### config.mk
export PLATFORM = sky130hd
export DESIGN_NAME = opcode_handshake_interpreter
export DESIGN_NICKNAME = d
export VERILOG_FILES = /design/src/opcode_pkg.sv /design/src/opcode_handshake_interpreter.sv
export VERILOG_INCLUDE_DIRS = /design/src
export SDC_FILE = /design/constraint.sdc
export NUM_CORES = 1
export LEC_CHECK = 0
export ABC_AREA = 1
export BUFFER_PORTS_ARGS = -buffer_cell sky130_fd_sc_hd__buf_2
export CAP_MARGIN = 25
export CORE_MARGIN = 5
export CORE_UTILIZATION = 40
export CTS_CLUSTER_SIZE = 16
export DETAILED_ROUTE_END_ITERATION = 6
export GPL_ROUTABILITY_DRIVEN = 0
export GPL_TIMING_DRIVEN = 0
export PLACE_DENSITY = 0.64
export SETUP_SLACK_MARGIN = 0.05
export SLEW_MARGIN = 20
export SYNTH_ARGS = -nofsm -noshare
export SYNTH_HDL_FRONTEND = slang
export SYNTH_SLANG_ARGS = --single-unit
### constraint.sdc
create_clock -name clock_i -period 1.7 [get_ports clock_i]
set_input_delay 0 -clock clock_i [delete_from_list [all_inputs] [get_ports clock_i]]
set_output_delay 0 -clock clock_i [all_outputs]
set_load 0.005 [all_outputs]
### src/opcode_defines.svh
`ifndef OPCODE_DEFINES_SVH
`define OPCODE_DEFINES_SVH
`define OP_WINDOWED 8'h00
`define OP_FREE_RUN 8'h01
`define OP_ACQ_QUERY 8'h02
`define OP_KEEP_SET 8'h03
`define OP_KEEP_CLR 8'h04
`define OP_FACTORY_LOAD 8'h05
`define OP_CUSTOM_SAVE 8'h06
`define OP_CUSTOM_LOAD 8'h07
`define OP_BOOT_CUSTOM 8'h08
`define OP_BOOT_FACTORY 8'h09
`define OP_SPAN_SET 8'h10
`define OP_SHIFT_SET 8'h11
`define OP_SEARCH_SET 8'h12
`define OP_DISCARD_SET 8'h13
`define OP_SUB_ON 8'h14
`define OP_SUB_OFF 8'h15
`define OP_TRIG_QUERY 8'h16
`define OP_EDGE_SET 8'h22
`define OP_EDGE_QUERY 8'h23
`define OP_EDGE_RES_SET 8'h24
`define OP_PAIR_RES_SET 8'h25
`define OP_RES_QUERY 8'h26
`define OP_DEAD_SET 8'h28
`define OP_DEAD_QUERY 8'h29
`define TRIG_READ_COUNT 3'h5
`define WORD12_MASK 16'h0FFF
`define CH_MAX_WIDE 8'h1F
`define CH_MAX_NARROW 8'h0F
`define CHIP_MAX_WIDE 8'h03
`define CHIP_MAX_NARROW 8'h01
`define FLAG_WRITE_BIT 0
`define FLAG_READ_BIT 1
`define DEF_SPAN 12'h000
`define DEF_SHIFT 12'h000
`define DEF_SEARCH 12'h000
`define DEF_DISCARD 12'h000
`define DEF_EDGE 2'h0
`define DEF_EDGE_RES 2'h0
`define DEF_PAIR_RES 16'h0000
`define DEF_DEAD 2'h0
`endif

### src/opcode_pkg.sv
package opcode_pkg;
   typedef enum logic [1:0] {
      ST_IDLE = 2'b00,
      ST_WRITE = 2'b01,
      ST_READ = 2'b10
   } phase_t;
   typedef struct packed {
      logic [7:0] operation_selector;
      logic [7:0] target_selector;
   } command_word_t;
   typedef struct packed {
      logic windowed;
      logic keep_token;
      logic auto_reject;
      logic subtract;
      logic boot_custom;
      logic [11:0] span;
      logic [11:0] shift;
      logic [11:0] search;
      logic [11:0] discard;
      logic [1:0] edge_mode;
      logic [1:0] edge_res;
      logic [15:0] pair_res;
      logic [1:0] dead;
   } setup_t;
   typedef struct packed {
      phase_t phase;
      logic [7:0] op;
      logic [2:0] idx;
      logic [2:0] count;
      logic write_permit_bit;
      logic read_permit_bit;
      logic [15:0] rd_word;
      logic clear_data;
      logic save_pulse;
      logic load_custom_pulse;
      logic [7:0] target;
      logic target_valid;
      setup_t setup;
   } state_t;
endpackage : opcode_pkg

### src/opcode_handshake_interpreter.sv
// What this block does
// - clear write permit on write, re-arm later
// - clear read permit on read, re-arm later
// - 16-bit word: operation high, target low
// - channel target range by variant
// - timing chip target range by variant sits in target_ok but is never selected; every target is checked as a channel
// - untargeted commands ignore target byte
// - exchange starts with command, no-operand ends
// - wait until all operands transferred
// - setup reprogramming clears acquired data
// - classify commands by reprogramming effect
// - mode, token, configuration commands, no operands
// - trigger window settings, five-word readback
// - trigger time subtraction on and off
// - edge detection set and readback
// - edge and pair resolution settings
// - dead time set and readback
// - result read at same port location
// - acquisition query bit0 one means windowed
// - mode select side effects: windowed sets reject, token; free run clears reject, subtraction
`timescale 1ns/1ps
`include "opcode_defines.svh"
module opcode_handshake_interpreter #(
   parameter bit WIDE_VARIANT = 1'b1
) (
   input wire logic clock_i,
   input wire logic reset_i,
   input wire logic port_write_i,
   input wire logic [15:0] port_wdata_i,
   input wire logic port_read_i,
   output logic [15:0] port_rdata_o,
   output logic [15:0] host_flow_flags_o,
   output logic data_clear_o,
   output logic config_save_o,
   output logic config_load_o,
   output logic boot_custom_o,
   output logic windowed_mode_o,
   output logic keep_token_o,
   output logic auto_reject_o,
   output logic subtract_o,
   output logic [1:0] edge_mode_o,
   output logic [1:0] dead_time_o,
   output logic [7:0] target_o,
   output logic target_valid_o
);
   opcode_pkg::state_t s_q;
   opcode_pkg::state_t s_d;

   // class s commands clear acquired data; others leave it
   function automatic logic is_setup_class(input logic [7:0] op);
      case (op)
         `OP_WINDOWED, `OP_FREE_RUN, `OP_KEEP_SET, `OP_KEEP_CLR, `OP_FACTORY_LOAD,
         `OP_CUSTOM_LOAD, `OP_SPAN_SET, `OP_SHIFT_SET, `OP_SEARCH_SET, `OP_DISCARD_SET,
         `OP_SUB_ON, `OP_SUB_OFF, `OP_EDGE_SET, `OP_EDGE_RES_SET, `OP_PAIR_RES_SET,
         `OP_DEAD_SET: is_setup_class = 1'b1;
         default: is_setup_class = 1'b0;
      endcase
   endfunction : is_setup_class

   function automatic logic [2:0] writes_of(input logic [7:0] op);
      case (op)
         `OP_SPAN_SET, `OP_SHIFT_SET, `OP_SEARCH_SET, `OP_DISCARD_SET,
         `OP_EDGE_SET, `OP_EDGE_RES_SET, `OP_PAIR_RES_SET, `OP_DEAD_SET: writes_of = 3'h1;
         default: writes_of = 3'h0;
      endcase
   endfunction : writes_of

   function automatic logic [2:0] reads_of(input logic [7:0] op);
      case (op)
         `OP_ACQ_QUERY, `OP_EDGE_QUERY, `OP_RES_QUERY, `OP_DEAD_QUERY: reads_of = 3'h1;
         `OP_TRIG_QUERY: reads_of = `TRIG_READ_COUNT;
         default: reads_of = 3'h0;
      endcase
   endfunction : reads_of

   // readback word for a given operand index
   function automatic logic [15:0] read_word(input logic [7:0] op, input logic [2:0] idx,
                                            input opcode_pkg::setup_t st);
      read_word = 16'h0000;
      case (op)
         `OP_ACQ_QUERY: read_word = {15'h0000, st.windowed};
         `OP_TRIG_QUERY: begin
            case (idx)
               3'h0: read_word = {4'h0, st.span};
               3'h1: read_word = {4'h0, st.shift};
               3'h2: read_word = {4'h0, st.search};
               3'h3: read_word = {4'h0, st.discard};
               default: read_word = {15'h0000, st.subtract};
            endcase
         end
         `OP_EDGE_QUERY: read_word = {14'h0000, st.edge_mode};
         `OP_RES_QUERY: read_word = st.pair_res;
         `OP_DEAD_QUERY: read_word = {14'h0000, st.dead};
         default: read_word = 16'h0000;
      endcase
   endfunction : read_word

   function automatic opcode_pkg::setup_t apply_write(input logic [7:0] op,
                                                    input logic [15:0] w,
                                                    input opcode_pkg::setup_t st);
      apply_write = st;
      case (op)
         `OP_SPAN_SET: apply_write.span = w[11:0];
         `OP_SHIFT_SET: apply_write.shift = w[11:0];
         `OP_SEARCH_SET: apply_write.search = w[11:0];
         `OP_DISCARD_SET: apply_write.discard = w[11:0];
         `OP_EDGE_SET: apply_write.edge_mode = w[1:0];
         `OP_EDGE_RES_SET: apply_write.edge_res = w[1:0];
         `OP_PAIR_RES_SET: apply_write.pair_res = w;
         `OP_DEAD_SET: apply_write.dead = w[1:0];
         default: apply_write = st;
      endcase
   endfunction : apply_write

   function automatic opcode_pkg::setup_t defaults(input opcode_pkg::setup_t st);
      defaults = st;
      defaults.windowed = 1'b0;
      defaults.keep_token = 1'b0;
      defaults.auto_reject = 1'b0;
      defaults.subtract = 1'b0;
      defaults.span = `DEF_SPAN;
      defaults.shift = `DEF_SHIFT;
      defaults.search = `DEF_SEARCH;
      defaults.discard = `DEF_DISCARD;
      defaults.edge_mode = `DEF_EDGE;
      defaults.edge_res = `DEF_EDGE_RES;
      defaults.pair_res = `DEF_PAIR_RES;
      defaults.dead = `DEF_DEAD;
   endfunction : defaults

   // no-operand commands act in the cycle of the command write
   function automatic opcode_pkg::setup_t apply_cmd(input logic [7:0] op,
                                                  input opcode_pkg::setup_t st);
      apply_cmd = st;
      case (op)
         `OP_WINDOWED: begin
            apply_cmd.windowed = 1'b1;
            apply_cmd.auto_reject = 1'b1;
            apply_cmd.keep_token = 1'b1;
         end
         `OP_FREE_RUN: begin
            apply_cmd.windowed = 1'b0;
            apply_cmd.auto_reject = 1'b0;
            apply_cmd.subtract = 1'b0;
         end
         `OP_KEEP_SET: apply_cmd.keep_token = 1'b1;
         `OP_KEEP_CLR: apply_cmd.keep_token = 1'b0;
         `OP_FACTORY_LOAD: apply_cmd = defaults(st);
         `OP_BOOT_CUSTOM: apply_cmd.boot_custom = 1'b1;
         `OP_BOOT_FACTORY: apply_cmd.boot_custom = 1'b0;
         `OP_SUB_ON: apply_cmd.subtract = 1'b1;
         `OP_SUB_OFF: apply_cmd.subtract = 1'b0;
         default: apply_cmd = st;
      endcase
   endfunction : apply_cmd

   // target decode only matters for display; no command here takes a target
   function automatic logic target_ok(input logic [7:0] t, input logic chip);
      if (chip) begin
         target_ok = t <= (WIDE_VARIANT ? `CHIP_MAX_WIDE : `CHIP_MAX_NARROW);
      end else begin
         target_ok = t <= (WIDE_VARIANT ? `CH_MAX_WIDE : `CH_MAX_NARROW);
      end
   endfunction : target_ok

   opcode_pkg::command_word_t cmd;
   assign cmd = port_wdata_i;

   logic wr_take;
   logic rd_take;
   assign wr_take = port_write_i && s_q.write_permit_bit;
   assign rd_take = port_read_i && s_q.read_permit_bit;

   always_comb begin
      s_d = s_q;
      s_d.clear_data = 1'b0;
      s_d.save_pulse = 1'b0;
      s_d.load_custom_pulse = 1'b0;
      // a consumed permit comes back one cycle later (write permit outside ST_READ, read permit inside it), so the host always sees the drop
      if (!s_q.write_permit_bit && s_q.phase != opcode_pkg::ST_READ) begin
         s_d.write_permit_bit = 1'b1;
      end
      if (!s_q.read_permit_bit && s_q.phase == opcode_pkg::ST_READ) begin
         s_d.read_permit_bit = 1'b1;
         s_d.rd_word = read_word(s_q.op, s_q.idx, s_q.setup);
      end
      case (s_q.phase)
         opcode_pkg::ST_IDLE: begin
            if (wr_take) begin
               s_d.op = cmd.operation_selector;
               s_d.idx = 3'h0;
               s_d.target = cmd.target_selector;
               s_d.target_valid = target_ok(cmd.target_selector, 1'b0);
               s_d.setup = apply_cmd(cmd.operation_selector, s_q.setup);
               s_d.clear_data = is_setup_class(cmd.operation_selector) &&
                                writes_of(cmd.operation_selector) == 3'h0;
               s_d.save_pulse = cmd.operation_selector == `OP_CUSTOM_SAVE;
               s_d.load_custom_pulse = cmd.operation_selector == `OP_CUSTOM_LOAD;
               if (writes_of(cmd.operation_selector) != 3'h0) begin
                  s_d.phase = opcode_pkg::ST_WRITE;
                  s_d.count = writes_of(cmd.operation_selector);
                  s_d.write_permit_bit = 1'b0;
               end else if (reads_of(cmd.operation_selector) != 3'h0) begin
                  s_d.phase = opcode_pkg::ST_READ;
                  s_d.count = reads_of(cmd.operation_selector);
                  s_d.write_permit_bit = 1'b0;
                  s_d.read_permit_bit = 1'b1;
                  s_d.rd_word = read_word(cmd.operation_selector, 3'h0, s_q.setup);
               end else begin
                  s_d.write_permit_bit = 1'b0;
               end
            end
         end
         opcode_pkg::ST_WRITE: begin
            if (wr_take) begin
               s_d.setup = apply_write(s_q.op, port_wdata_i, s_q.setup);
               s_d.idx = s_q.idx + 3'h1;
               if (s_q.idx + 3'h1 == s_q.count) begin
                  s_d.phase = opcode_pkg::ST_IDLE;
                  s_d.clear_data = is_setup_class(s_q.op);
               end
               s_d.write_permit_bit = 1'b0;
            end
         end
         opcode_pkg::ST_READ: begin
            if (rd_take) begin
               s_d.idx = s_q.idx + 3'h1;
               if (s_q.idx + 3'h1 == s_q.count) begin
                  s_d.phase = opcode_pkg::ST_IDLE;
                  s_d.write_permit_bit = 1'b1;
               end
               s_d.read_permit_bit = 1'b0;
               s_d.rd_word = 16'h0000;
            end
         end
         default: s_d.phase = opcode_pkg::ST_IDLE;
      endcase
      if (reset_i) begin
         s_d = '0;
         s_d.phase = opcode_pkg::ST_IDLE;
         s_d.write_permit_bit = 1'b1;
         s_d.setup = defaults('0);
      end
   end

   always_ff @(posedge clock_i) begin
      s_q <= s_d;
   end

   assign port_rdata_o = s_q.rd_word;
   assign host_flow_flags_o = {14'h0000, s_q.read_permit_bit,
                               s_q.write_permit_bit};
   assign data_clear_o = s_q.clear_data;
   assign config_save_o = s_q.save_pulse;
   assign config_load_o = s_q.load_custom_pulse;
   assign boot_custom_o = s_q.setup.boot_custom;
   assign windowed_mode_o = s_q.setup.windowed;
   assign keep_token_o = s_q.setup.keep_token;
   assign auto_reject_o = s_q.setup.auto_reject;
   assign subtract_o = s_q.setup.subtract;
   assign edge_mode_o = s_q.setup.edge_mode;
   assign dead_time_o = s_q.setup.dead;
   assign target_o = s_q.target;
   assign target_valid_o = s_q.target_valid;
endmodule : opcode_handshake_interpreter

==> flow_metrics.tcl, run 1 <==
set metrics [dict create \
    h-tree-depth 4 \
    synth_area_um2 6595 \
    dp_hpwl_um 15070 \
    ys.flop_type "dfxtp_1" \
    reg2reg_slack_ns -0.12 \
    fin_util_pct 56.53 \
    dr_total_vias 7192 \
    yosysMostFrequentCell "nand2_1" \
    async_flop_share_pct 0 \
    clkTransAtPathRegs_ns 0.06 \
    tightest_slew_ns 0.6887 \
    worstSetupPathType "flip-flop to flip-flop" \
    core_um2 16410 \
    vdd.ir_drop.worst_v 0.0007155 \
    synth-edff-count 0 \
    avgSynthCellArea_um2 6.549 \
    violations "setup timing" \
    yosysTopAreaCell "dfxtp_1" \
    cts_buffer_depth 2 \
    cts_tree "yes" \
    synthTopCellsByArea "dfxtp_1 36%, nand2_1 12%, o21ai_0 7.5%, inv_1 7.3%, a21oi_1 7.2%" \
    io_buffers 55 \
    fp-row-count 47 \
    hold_violations 0 \
    end_kind "flip-flop" \
    synth_cell_type_count 36 \
    fin_crit_sh_pct 106.8 \
    insertion_delay_ns 0.42 \
    fillerInstances 1497 \
    critical_path.reg2reg.startpoint "s_q[120]" \
    wl_per_cell_um 16.46 \
    grt_overflow_total 0 \
    drive_above_1_share_pct 32.74 \
    synth_warnings 0 \
    clock_skew_ns 0.008699 \
    critPathRequiredTime_ns 2.05 \
    fp.dieH_um 138.4 \
    ys_seq_area_share_pct 35.82 \
    hold_end "s_q[115]" \
    final_net_count 1192 \
    fmax_mhz 550.6 \
    drt-total-wl_um 22980 \
    timing.rr.end "port_rdata_o[13]" \
    wl_met3_um 1672 \
    arrival_ns 2.17 \
    cts-root-buf "clkbuf_16" \
    min_path_cells 3 \
    slew_headroom_pct 54.08 \
    start_util_pct 40.20 \
    rsz0062_at_grt "true" \
    hp-start "port_wdata_i[12]" \
    setup_violations 48 \
    cts.sinks 118 \
    cts_buffers 17 \
    r2r.worst_path.cells 12 \
    synth_top_area_share_pct 35.82 \
    vias_per_cell 5.152 \
    wl_met2_um 11130 \
    power_density_nw_per_um2 969.6 \
    path_max_fanout 5 \
    grt_antenna_before_repair 0 \
    area_growth_pct 40.64 \
    maxUsedRoutingLayer "met4" \
    netlist_instances 1007 \
    synth_common_cells "206 x nand2_1, 129 x inv_1, 118 x dfxtp_1" \
    io_pins 73 \
    status "finished with violations" \
    grt_pass1_wl_um 35220 \
    drv_slew 0 \
    dieArea_um2 19160 \
    drv_cap 0 \
    first_iter_violations 674 \
    grt.total_usage_pct 22.94 \
    cp-start-kind "flip-flop" \
    dieWidth_um 138.4 \
    grt_pass1_vias 6814 \
    power_uw 8993 \
    hold_class "input port to flip-flop" \
    yosys_register_bits 118 \
    power_leakage_uw 0.004064 \
    period_needed_ns 1.816 \
    drc 0 \
    antenna_cells 0 \
    setup_slack_ns -0.1163 \
    wl_met1_um 9563 \
    final_antenna_net_count 0 \
    grt_max_degree 17 \
    firstDrtPassIters 5 \
]
cells by family after synthesis:
kind of cell | share of synthesized area [%]
adder cells (fa/ha/maj) | 1.707
AO/OA/AOI/OAI | 17.99
flip-flops | 35.82
AND/OR/NAND/NOR | 28.38
buffers and inverters | 16.05
other | 0.05686
worst max path at each step:
stage             start          endpoint  slack [ns]  cells after the start
3_3_place_gp   s_q[119]   port_rdata_o[0]       -0.56                     12
5_1_grt        s_q[119]         flip-flop       -0.18                     14
2_1_floorplan  s_q[119]          s_q[108]        0.05                     10
3_5_place_dp   s_q[108]   port_rdata_o[1]       -0.55                     12
4_1_cts        s_q[119]         flip-flop       -0.06                     14
6_report       s_q[120]  port_rdata_o[13]       -0.12                     12
worst max-delay path, cell delays in order (launching register included):
cell     delay, ns
dfxtp_4       0.36
inv_4         0.06
ha_4          0.12
buf_8         0.13
inv_8         0.04
nor2_4        0.18
inv_4         0.08
buf_8         0.15
buf_4         0.15
buf_8         0.14
nor2_4        0.11
nand2_1       0.07
a21oi_1       0.14
cells in the final DEF (no fill, tap or decap), types with 22 or more instances in the layout:
cell type  count
dfxtp_1      111
o21ai_2       22
buf_4         81
nor2_1        84
buf_2         57
a21oi_1       79
inv_1        107
nand3_1       54
o21ai_1       51
o21ai_0       38
nand2_1      190
per-stage QoR:
stage | hold WS [ns] | worst slack (ns) | instances | instance area [um^2] | TNS, ns
finish | 0.01119 | -0.1163 | 1396 | 9275 | -2.259
global route | 0.03451 | -0.1830 | 1396 | 9275 | -9.468
CTS | 0.001303 | -0.05783 | 1380 | 8825 | -0.4697
detailed placement | 0.2750 | -0.5520 | 1295 | 7218 | -17.13
global placement | 0.2789 | -0.5645 | 1295 | 7218 | -17.16
floorplan | 0.1349 | 0.05279 | 1020 | 6668 | 0
metal layers:
metal  vias up  track usage (%)
met1      3285            29.23
met5         -                0
met3        54            5.180
met4         0            8.840
li1       3513                -
met2       340            37.90
registers in the layout (all words and copies together) (netlist names), named ones only:
signal             cells
s_q                   79
port_rdata_o          16
target_o               8
dead_time_o            2
edge_mode_o            2
host_flow_flags_o      2
boot_custom_o          1
config_load_o          1
config_save_o          1
data_clear_o           1
keep_token_o           1
subtract_o             1
target_valid_o         1
windowed_mode_o        1
layout make-up:
type	instances	area (um^2)	share of cell area, %
Multi-Input combinational cell	682	3772	40.67
Sequential cell	118	2379	25.64
Inverter	138	573.1	6.178
Timing Repair Buffer	120	930.9	10.04
Clock inverter	12	176.4	1.902
Tap cell	220	275.3	2.968
Buffer	86	711.9	7.676
Clock buffer	20	456.7	4.924
power breakdown:
part / internal, uW / leakage (uW) / switching, uW
clock network: 2530 / 0.000306 / 1370
registers: 2960 / 0.000963 / 136
logic: 852 / 0.00280 / 1150
repair_timing:
item / CTS / global route
endpoints found under the setup margin: 104 / 102
gates cloned: 12 / 2
resized for setup: 196 / 108
hold buffers: 18 / 0
hold endpoints to repair: 24 / 0
pin swaps: 20 / 36
buffers inserted: 23 / 14
(Power assumes the default switching activity.)
==> run 2: changes to the inputs <==
CORE_MARGIN = unset   (was 5)
==> run 2 against run 1 <==
The flow still finishes with violations (setup timing). Routed wire length grew 6.4%. First-iteration DRC count rose by 8.2%. Sequential share of layout area shrank 1.9 points. Clock skew decreased by 0.00079 ns. Critical path depth decreased by 3. Power is 5.1% higher. Sequential cell count did not move. Combinational power grew 13%. Hold slack worse by 0.0070 ns. Register-to-register slack worse by 0.07 ns. Via count is 4.8% higher. Largest power group unchanged.
==> flow_metrics.tcl, run 2 (synthesis results as in run 1) <==
set metrics [dict create \
    status "finished with violations" \
    violations "setup timing" \
    placedInstanceArea_um2 7213 \
    crit_slowest_cell "dfxtp_4" \
    setup_violations 73 \
    cts_tree "yes" \
    io_pins 73 \
    cts_buffer_depth 2 \
    r2r.worst_path.cells 9 \
    wl_per_cell_um 17.27 \
    final_cell_mix "181 x nand2_1, 113 x dfxtp_1, 105 x inv_1" \
    fillerInstances 1408 \
    insertion_delay_ns 0.43 \
    h-tree-depth 4 \
    fmax_mhz 530.6 \
    path_depth 9 \
    hold_class "input port to flip-flop" \
    intPower_uw 6619 \
    critPathRequiredTime_ns 1.99 \
    area_growth_pct 52.04 \
    cp-start-kind "flip-flop" \
    min_path_cells 5 \
    p_clk_share_pct 43.4 \
    final_common_cell "nand2_1" \
    tightest_slew_ns 1.042 \
    final_net_count 1215 \
    grt_overflow_total 0 \
    core_um2 16000 \
    vias_per_cell 5.328 \
    dieWidth_um 130.4 \
    cts.sinks 118 \
    dr_total_vias 7539 \
    hold_ws_ns 0.004216 \
    switching_power_uw 2836 \
    drive_above_1_share_pct 38.45 \
    firstDrtPassIters 5 \
    path_delay_family "compound AO/OA/AOI/OAI gates" \
    largest_register_ffs 79 \
    first_iter_violations 729 \
    antenna_cells 0 \
    rsz0062_at_grt "true" \
    grt.total_usage_pct 27.59 \
    period_needed_ns 1.885 \
    end_kind "flip-flop" \
    fin_crit_sh_pct 110.9 \
    clkTransAtPathRegs_ns 0.06 \
    final_antenna_net_count 0 \
    setup_slack_ns -0.1847 \
    dp_hpwl_um 14770 \
    path_cells "ha_4 -> ha_4 -> nor2_1 -> a21oi_1 -> o211ai_1 -> a21boi_2 -> nand2_1 -> nand2_1 -> a21oi_1" \
    p_comb_share_pct 23.9 \
    cp_slowest_stage_delay_ns 0.37 \
    drc 0 \
    power_density_nw_per_um2 942.9 \
    p_sw_share_pct 30.00 \
    io_buffers 55 \
    cts_buffers 17 \
    start_util_pct 41.22 \
    drv_slew 0 \
    fp-row-count 46 \
    worstSetupPathType "flip-flop to flip-flop" \
    final_area_um2 10030 \
    hold_violations 0 \
    dieArea_um2 17010 \
    fp.dieH_um 130.4 \
    grt_max_degree 17 \
    grt_pass1_vias 6809 \
    grt_pass1_wl_um 35080 \
    vdd.ir_drop.worst_v 0.0007755 \
    clock_skew_ns 0.007914 \
    worst-path-buf-inv 0 \
    path_max_fanout 3 \
    drt-total-wl_um 24440 \
    drv_cap 0 \
    arrival_ns 2.18 \
    slew_headroom_pct 30.52 \
    power_leakage_uw 0.004309 \
    top_register "s_q" \
    seqPwrFrac_pct 32.8 \
    grt_antenna_before_repair 0 \
    cts-root-buf "clkbuf_16" \
]
-- run 2: area by class of cell --
type | count | area (um^2) | area share, %
sequential | 118 | 2379 | 23.72
clock buffer | 20 | 456.7 | 4.555
timing repair buffer | 145 | 1287 | 12.84
tap | 216 | 270.3 | 2.695
inverter | 138 | 576.8 | 5.752
multi-input combinational | 681 | 4113 | 41.02
buffer | 85 | 747.0 | 7.449
clock inverter | 12 | 197.7 | 1.972
-- run 2: repair_timing --
action	CTS	global route
gates cloned	10	6
hold buffers	22	0
buffers inserted	31	24
pin swaps	43	60
setup endpoints to repair	108	109
resized for setup	213	209
hold endpoints to repair	24	0
-- run 2: metal layers --
layer / part of all wire [%] / up-vias / GRT usage [%]
li1: - / 3539 / -
met1: 40 / 3536 / 34.10
met2: 48 / 364 / 45.99
met3: 7.6 / 100 / 6.270
met4: 4.1 / 0 / 12.10
met5: 0 / - / 0
-- run 2: through the flow --
stage                     setup TNS (ns)  total power [uW]  util [%]  setup slack [ns]  cells
after floorplan                        0              4029         -           0.05279   1020
after global placement            -16.91              4398     45.08           -0.5329   1291
after detailed placement          -18.69              4412     45.08           -0.5040   1291
after CTS                        -0.6406              8995     56.65          -0.08826   1386
after global routing              -9.436              9726     62.67           -0.2342   1415
final                             -3.724              9455     62.67           -0.1847   1415
-- run 2: worst paths after layout --
check / slack [ns] / endpoint / from
max: -0.18 / s_q[120] / s_q[109]
min reg2reg: 0.44 / s_q[30] / s_q[30]
max reg2reg: -0.18 / s_q[120] / s_q[109]
min: 0.004 / s_q[14] / port_wdata_i[12]
-- run 2: worst reg2reg max path, stage by stage (launching register included) --
cell and delay, ns:
dfxtp_4 0.37, ha_4 0.17, ha_4 0.28, nor2_1 0.05, a21oi_1 0.16, o211ai_1 0.25
a21boi_2 0.26, nand2_1 0.10, nand2_1 0.06, a21oi_1 0.05
-- run 2: power by group through the flow --
stage	registers (uW)	clock network, uW	logic (uW)
after floorplan	3090	0	939
after global placement	3120	0	1280
after detailed placement	3130	0	1290
after CTS	3080	4090	1820
after global routing	3110	4210	2400
final	3100	4100	2260
==> run 3: changes to the inputs <==
BUFFER_PORTS_ARGS = unset   (was -buffer_cell sky130_fd_sc_hd__buf_2)
DONT_BUFFER_PORTS = 1   (was unset)
PLACE_DENSITY = 0.6   (was 0.64)
==> run 3 against run 2 <==
Routed wire length is 9.0% lower. Hold slack better by 0.012 ns. Sequential power hardly changed. Maximum frequency is 4.8% higher. Critical path type unchanged. Power is 2.6% lower. Clock skew is 0.00079 ns lower. First-iteration DRC count is 22% lower. Die area stayed put. The run still ends with setup timing left. Sequential cell count stayed put.
==> flow_metrics.tcl, run 3 (synthesis results as in run 1) <==
set metrics [dict create \
    grt.total_usage_pct 26.68 \
    fp-row-count 46 \
    io_pins 73 \
    firstDrtPassIters 6 \
    p_comb_share_pct 21.2 \
    end_kind "flip-flop" \
    seqPwrFrac_pct 33.5 \
    final_net_count 1149 \
    final_common_cell "nand2_1" \
    final_antenna_net_count 0 \
    drc 0 \
    fillerInstances 1523 \
    grt_pass1_vias 6515 \
    cp_slowest_stage_delay_ns 0.33 \
    seq_area_um2 2375 \
    hold_class "input port to flip-flop" \
    core_um2 16000 \
    fin_crit_sh_pct 105.7 \
    dieWidth_um 130.4 \
    crit_slowest_cell "dfxtp_2" \
    drt-total-wl_um 22250 \
    place_ws_ns -0.5893 \
    p_clk_share_pct 45.2 \
    multi_input_area_um2 3774 \
    r2r.worst_path.cells 14 \
    insertion_delay_ns 0.43 \
    start_util_pct 41.22 \
    critPathRequiredTime_ns 2.07 \
    setup_slack_ns -0.09765 \
    power_density_nw_per_um2 995.5 \
    worstSetupPathType "flip-flop to flip-flop" \
    switching_power_uw 2658 \
    tightest_slew_ns 0.6904 \
    rsz0062_at_grt "true" \
    path_cells "inv_4 -> ha_4 -> buf_8 -> inv_6 -> nor2_4 -> inv_2 -> buf_8 -> nor2_1 -> nor2_1 -> nand2_1 -> nand3_1 -> a21oi_1 -> o21ai_1 -> nand2_1" \
    area_growth_pct 40.26 \
    dp_hpwl_um 14980 \
    cts_buffer_depth 2 \
    vdd.ir_drop.worst_v 0.0007750 \
    path_max_fanout 6 \
    grt_max_degree 17 \
    cts_tree "yes" \
    wl_per_cell_um 16.49 \
    clock_skew_ns 0.007126 \
    setup_violations 61 \
    top_register "s_q" \
    grt_pass1_wl_um 33600 \
    hold_violations 0 \
    grt_antenna_before_repair 0 \
    final_cell_mix "196 x nand2_1, 112 x dfxtp_1, 106 x inv_1" \
    largest_register_ffs 79 \
    cp-start-kind "flip-flop" \
    clkTransAtPathRegs_ns 0.06 \
    drv_slew 0 \
    io_buffers 0 \
    dieArea_um2 17010 \
    arrival_ns 2.17 \
    fmax_mhz 556.3 \
    antenna_cells 0 \
    first_iter_violations 572 \
    min_path_cells 5 \
    power_leakage_uw 0.003916 \
    intPower_uw 6551 \
    cts.sinks 118 \
    drv_cap 0 \
    tns_ns -2.129 \
    drive_above_1_share_pct 29.04 \
    p_sw_share_pct 28.86 \
    fp.dieH_um 130.4 \
    status "finished with violations" \
    slew_headroom_pct 53.97 \
    vias_per_cell 5.091 \
    cts-root-buf "clkbuf_16" \
    grt_overflow_total 0 \
    period_needed_ns 1.798 \
    h-tree-depth 4 \
    cts_buffers 17 \
    violations "setup timing" \
    dr_total_vias 6868 \
]
[run 3: changes by cell type in the layout (fill, tap and decap cells not counted), sizes merged]
cell          delta
nor2             -1
bufbuf           +1
clkinv           +2
clkinvlp         +1
dlymetal6s4s     +1
inv              -1
bufinv           +1
buf             -70
[run 3: final timing paths]
check                            endpoint  slack (ns)             start
worst max-delay path            flip-flop        -0.1          s_q[119]
worst min-delay path             s_q[107]        0.02  port_wdata_i[15]
worst max register to register  flip-flop        -0.1          s_q[119]
worst min register to register    s_q[42]        0.44           s_q[42]
[run 3: area by class of cell]
type	instances	area share, %
Sequential cell	118	25.67
Clock inverter	15	2.719
Timing Repair Buffer	79	9.022
Buffer	86	8.143
Tap cell	216	2.922
Multi-Input combinational cell	680	40.80
Inverter	138	6.127
Clock buffer	17	4.599
[run 3: per-stage QoR]
step           total power, uW  utilization (%)  hold slack [ns]  instance area [um^2]  cells
6_report                  9208            57.81          0.01624                  9250   1349
5_1_grt                   9543            57.81          0.01700                  9250   1349
4_1_cts                   8958            54.36         -0.09310                  8697   1335
3_5_place_dp              4348            43.36           0.1470                  6938   1236
3_3_place_gp              4337            43.36           0.1413                  6938   1236
2_1_floorplan             4029                -           0.1349                  6668   1020
[run 3: worst max-delay path, delay by kind of cell, from the launching register on]
kind	cells	cell delay (ns)
compound gates	2	0.18
simple gates	6	0.65
fa+ha+maj	1	0.13
buf+inv	5	0.44
flops	1	0.33
[run 3: power by group through the flow]
stage / combinational [uW] / clock (uW) / sequential, uW
after floorplan: 939 / 0 / 3090
after global placement: 1210 / 0 / 3120
after detailed placement: 1220 / 0 / 3130
after CTS: 1690 / 4180 / 3080
after global routing: 2110 / 4330 / 3100
final: 1950 / 4170 / 3090
[run 3: what timing repair did]
action,CTS,global route
hold endpoints to repair,50,1
hold buffers,22,1
resized for setup,186,136
pin swaps,34,18
gates cloned,8,3
endpoints found under the setup margin,106,108
setup buffers,37,10
[run 3: layer usage]
metal,GRT usage (%),part of all wire (%)
met5,0,0
met1,34.21,43
met3,5.171,6.9
met4,12.04,2.4
met2,43.49,48
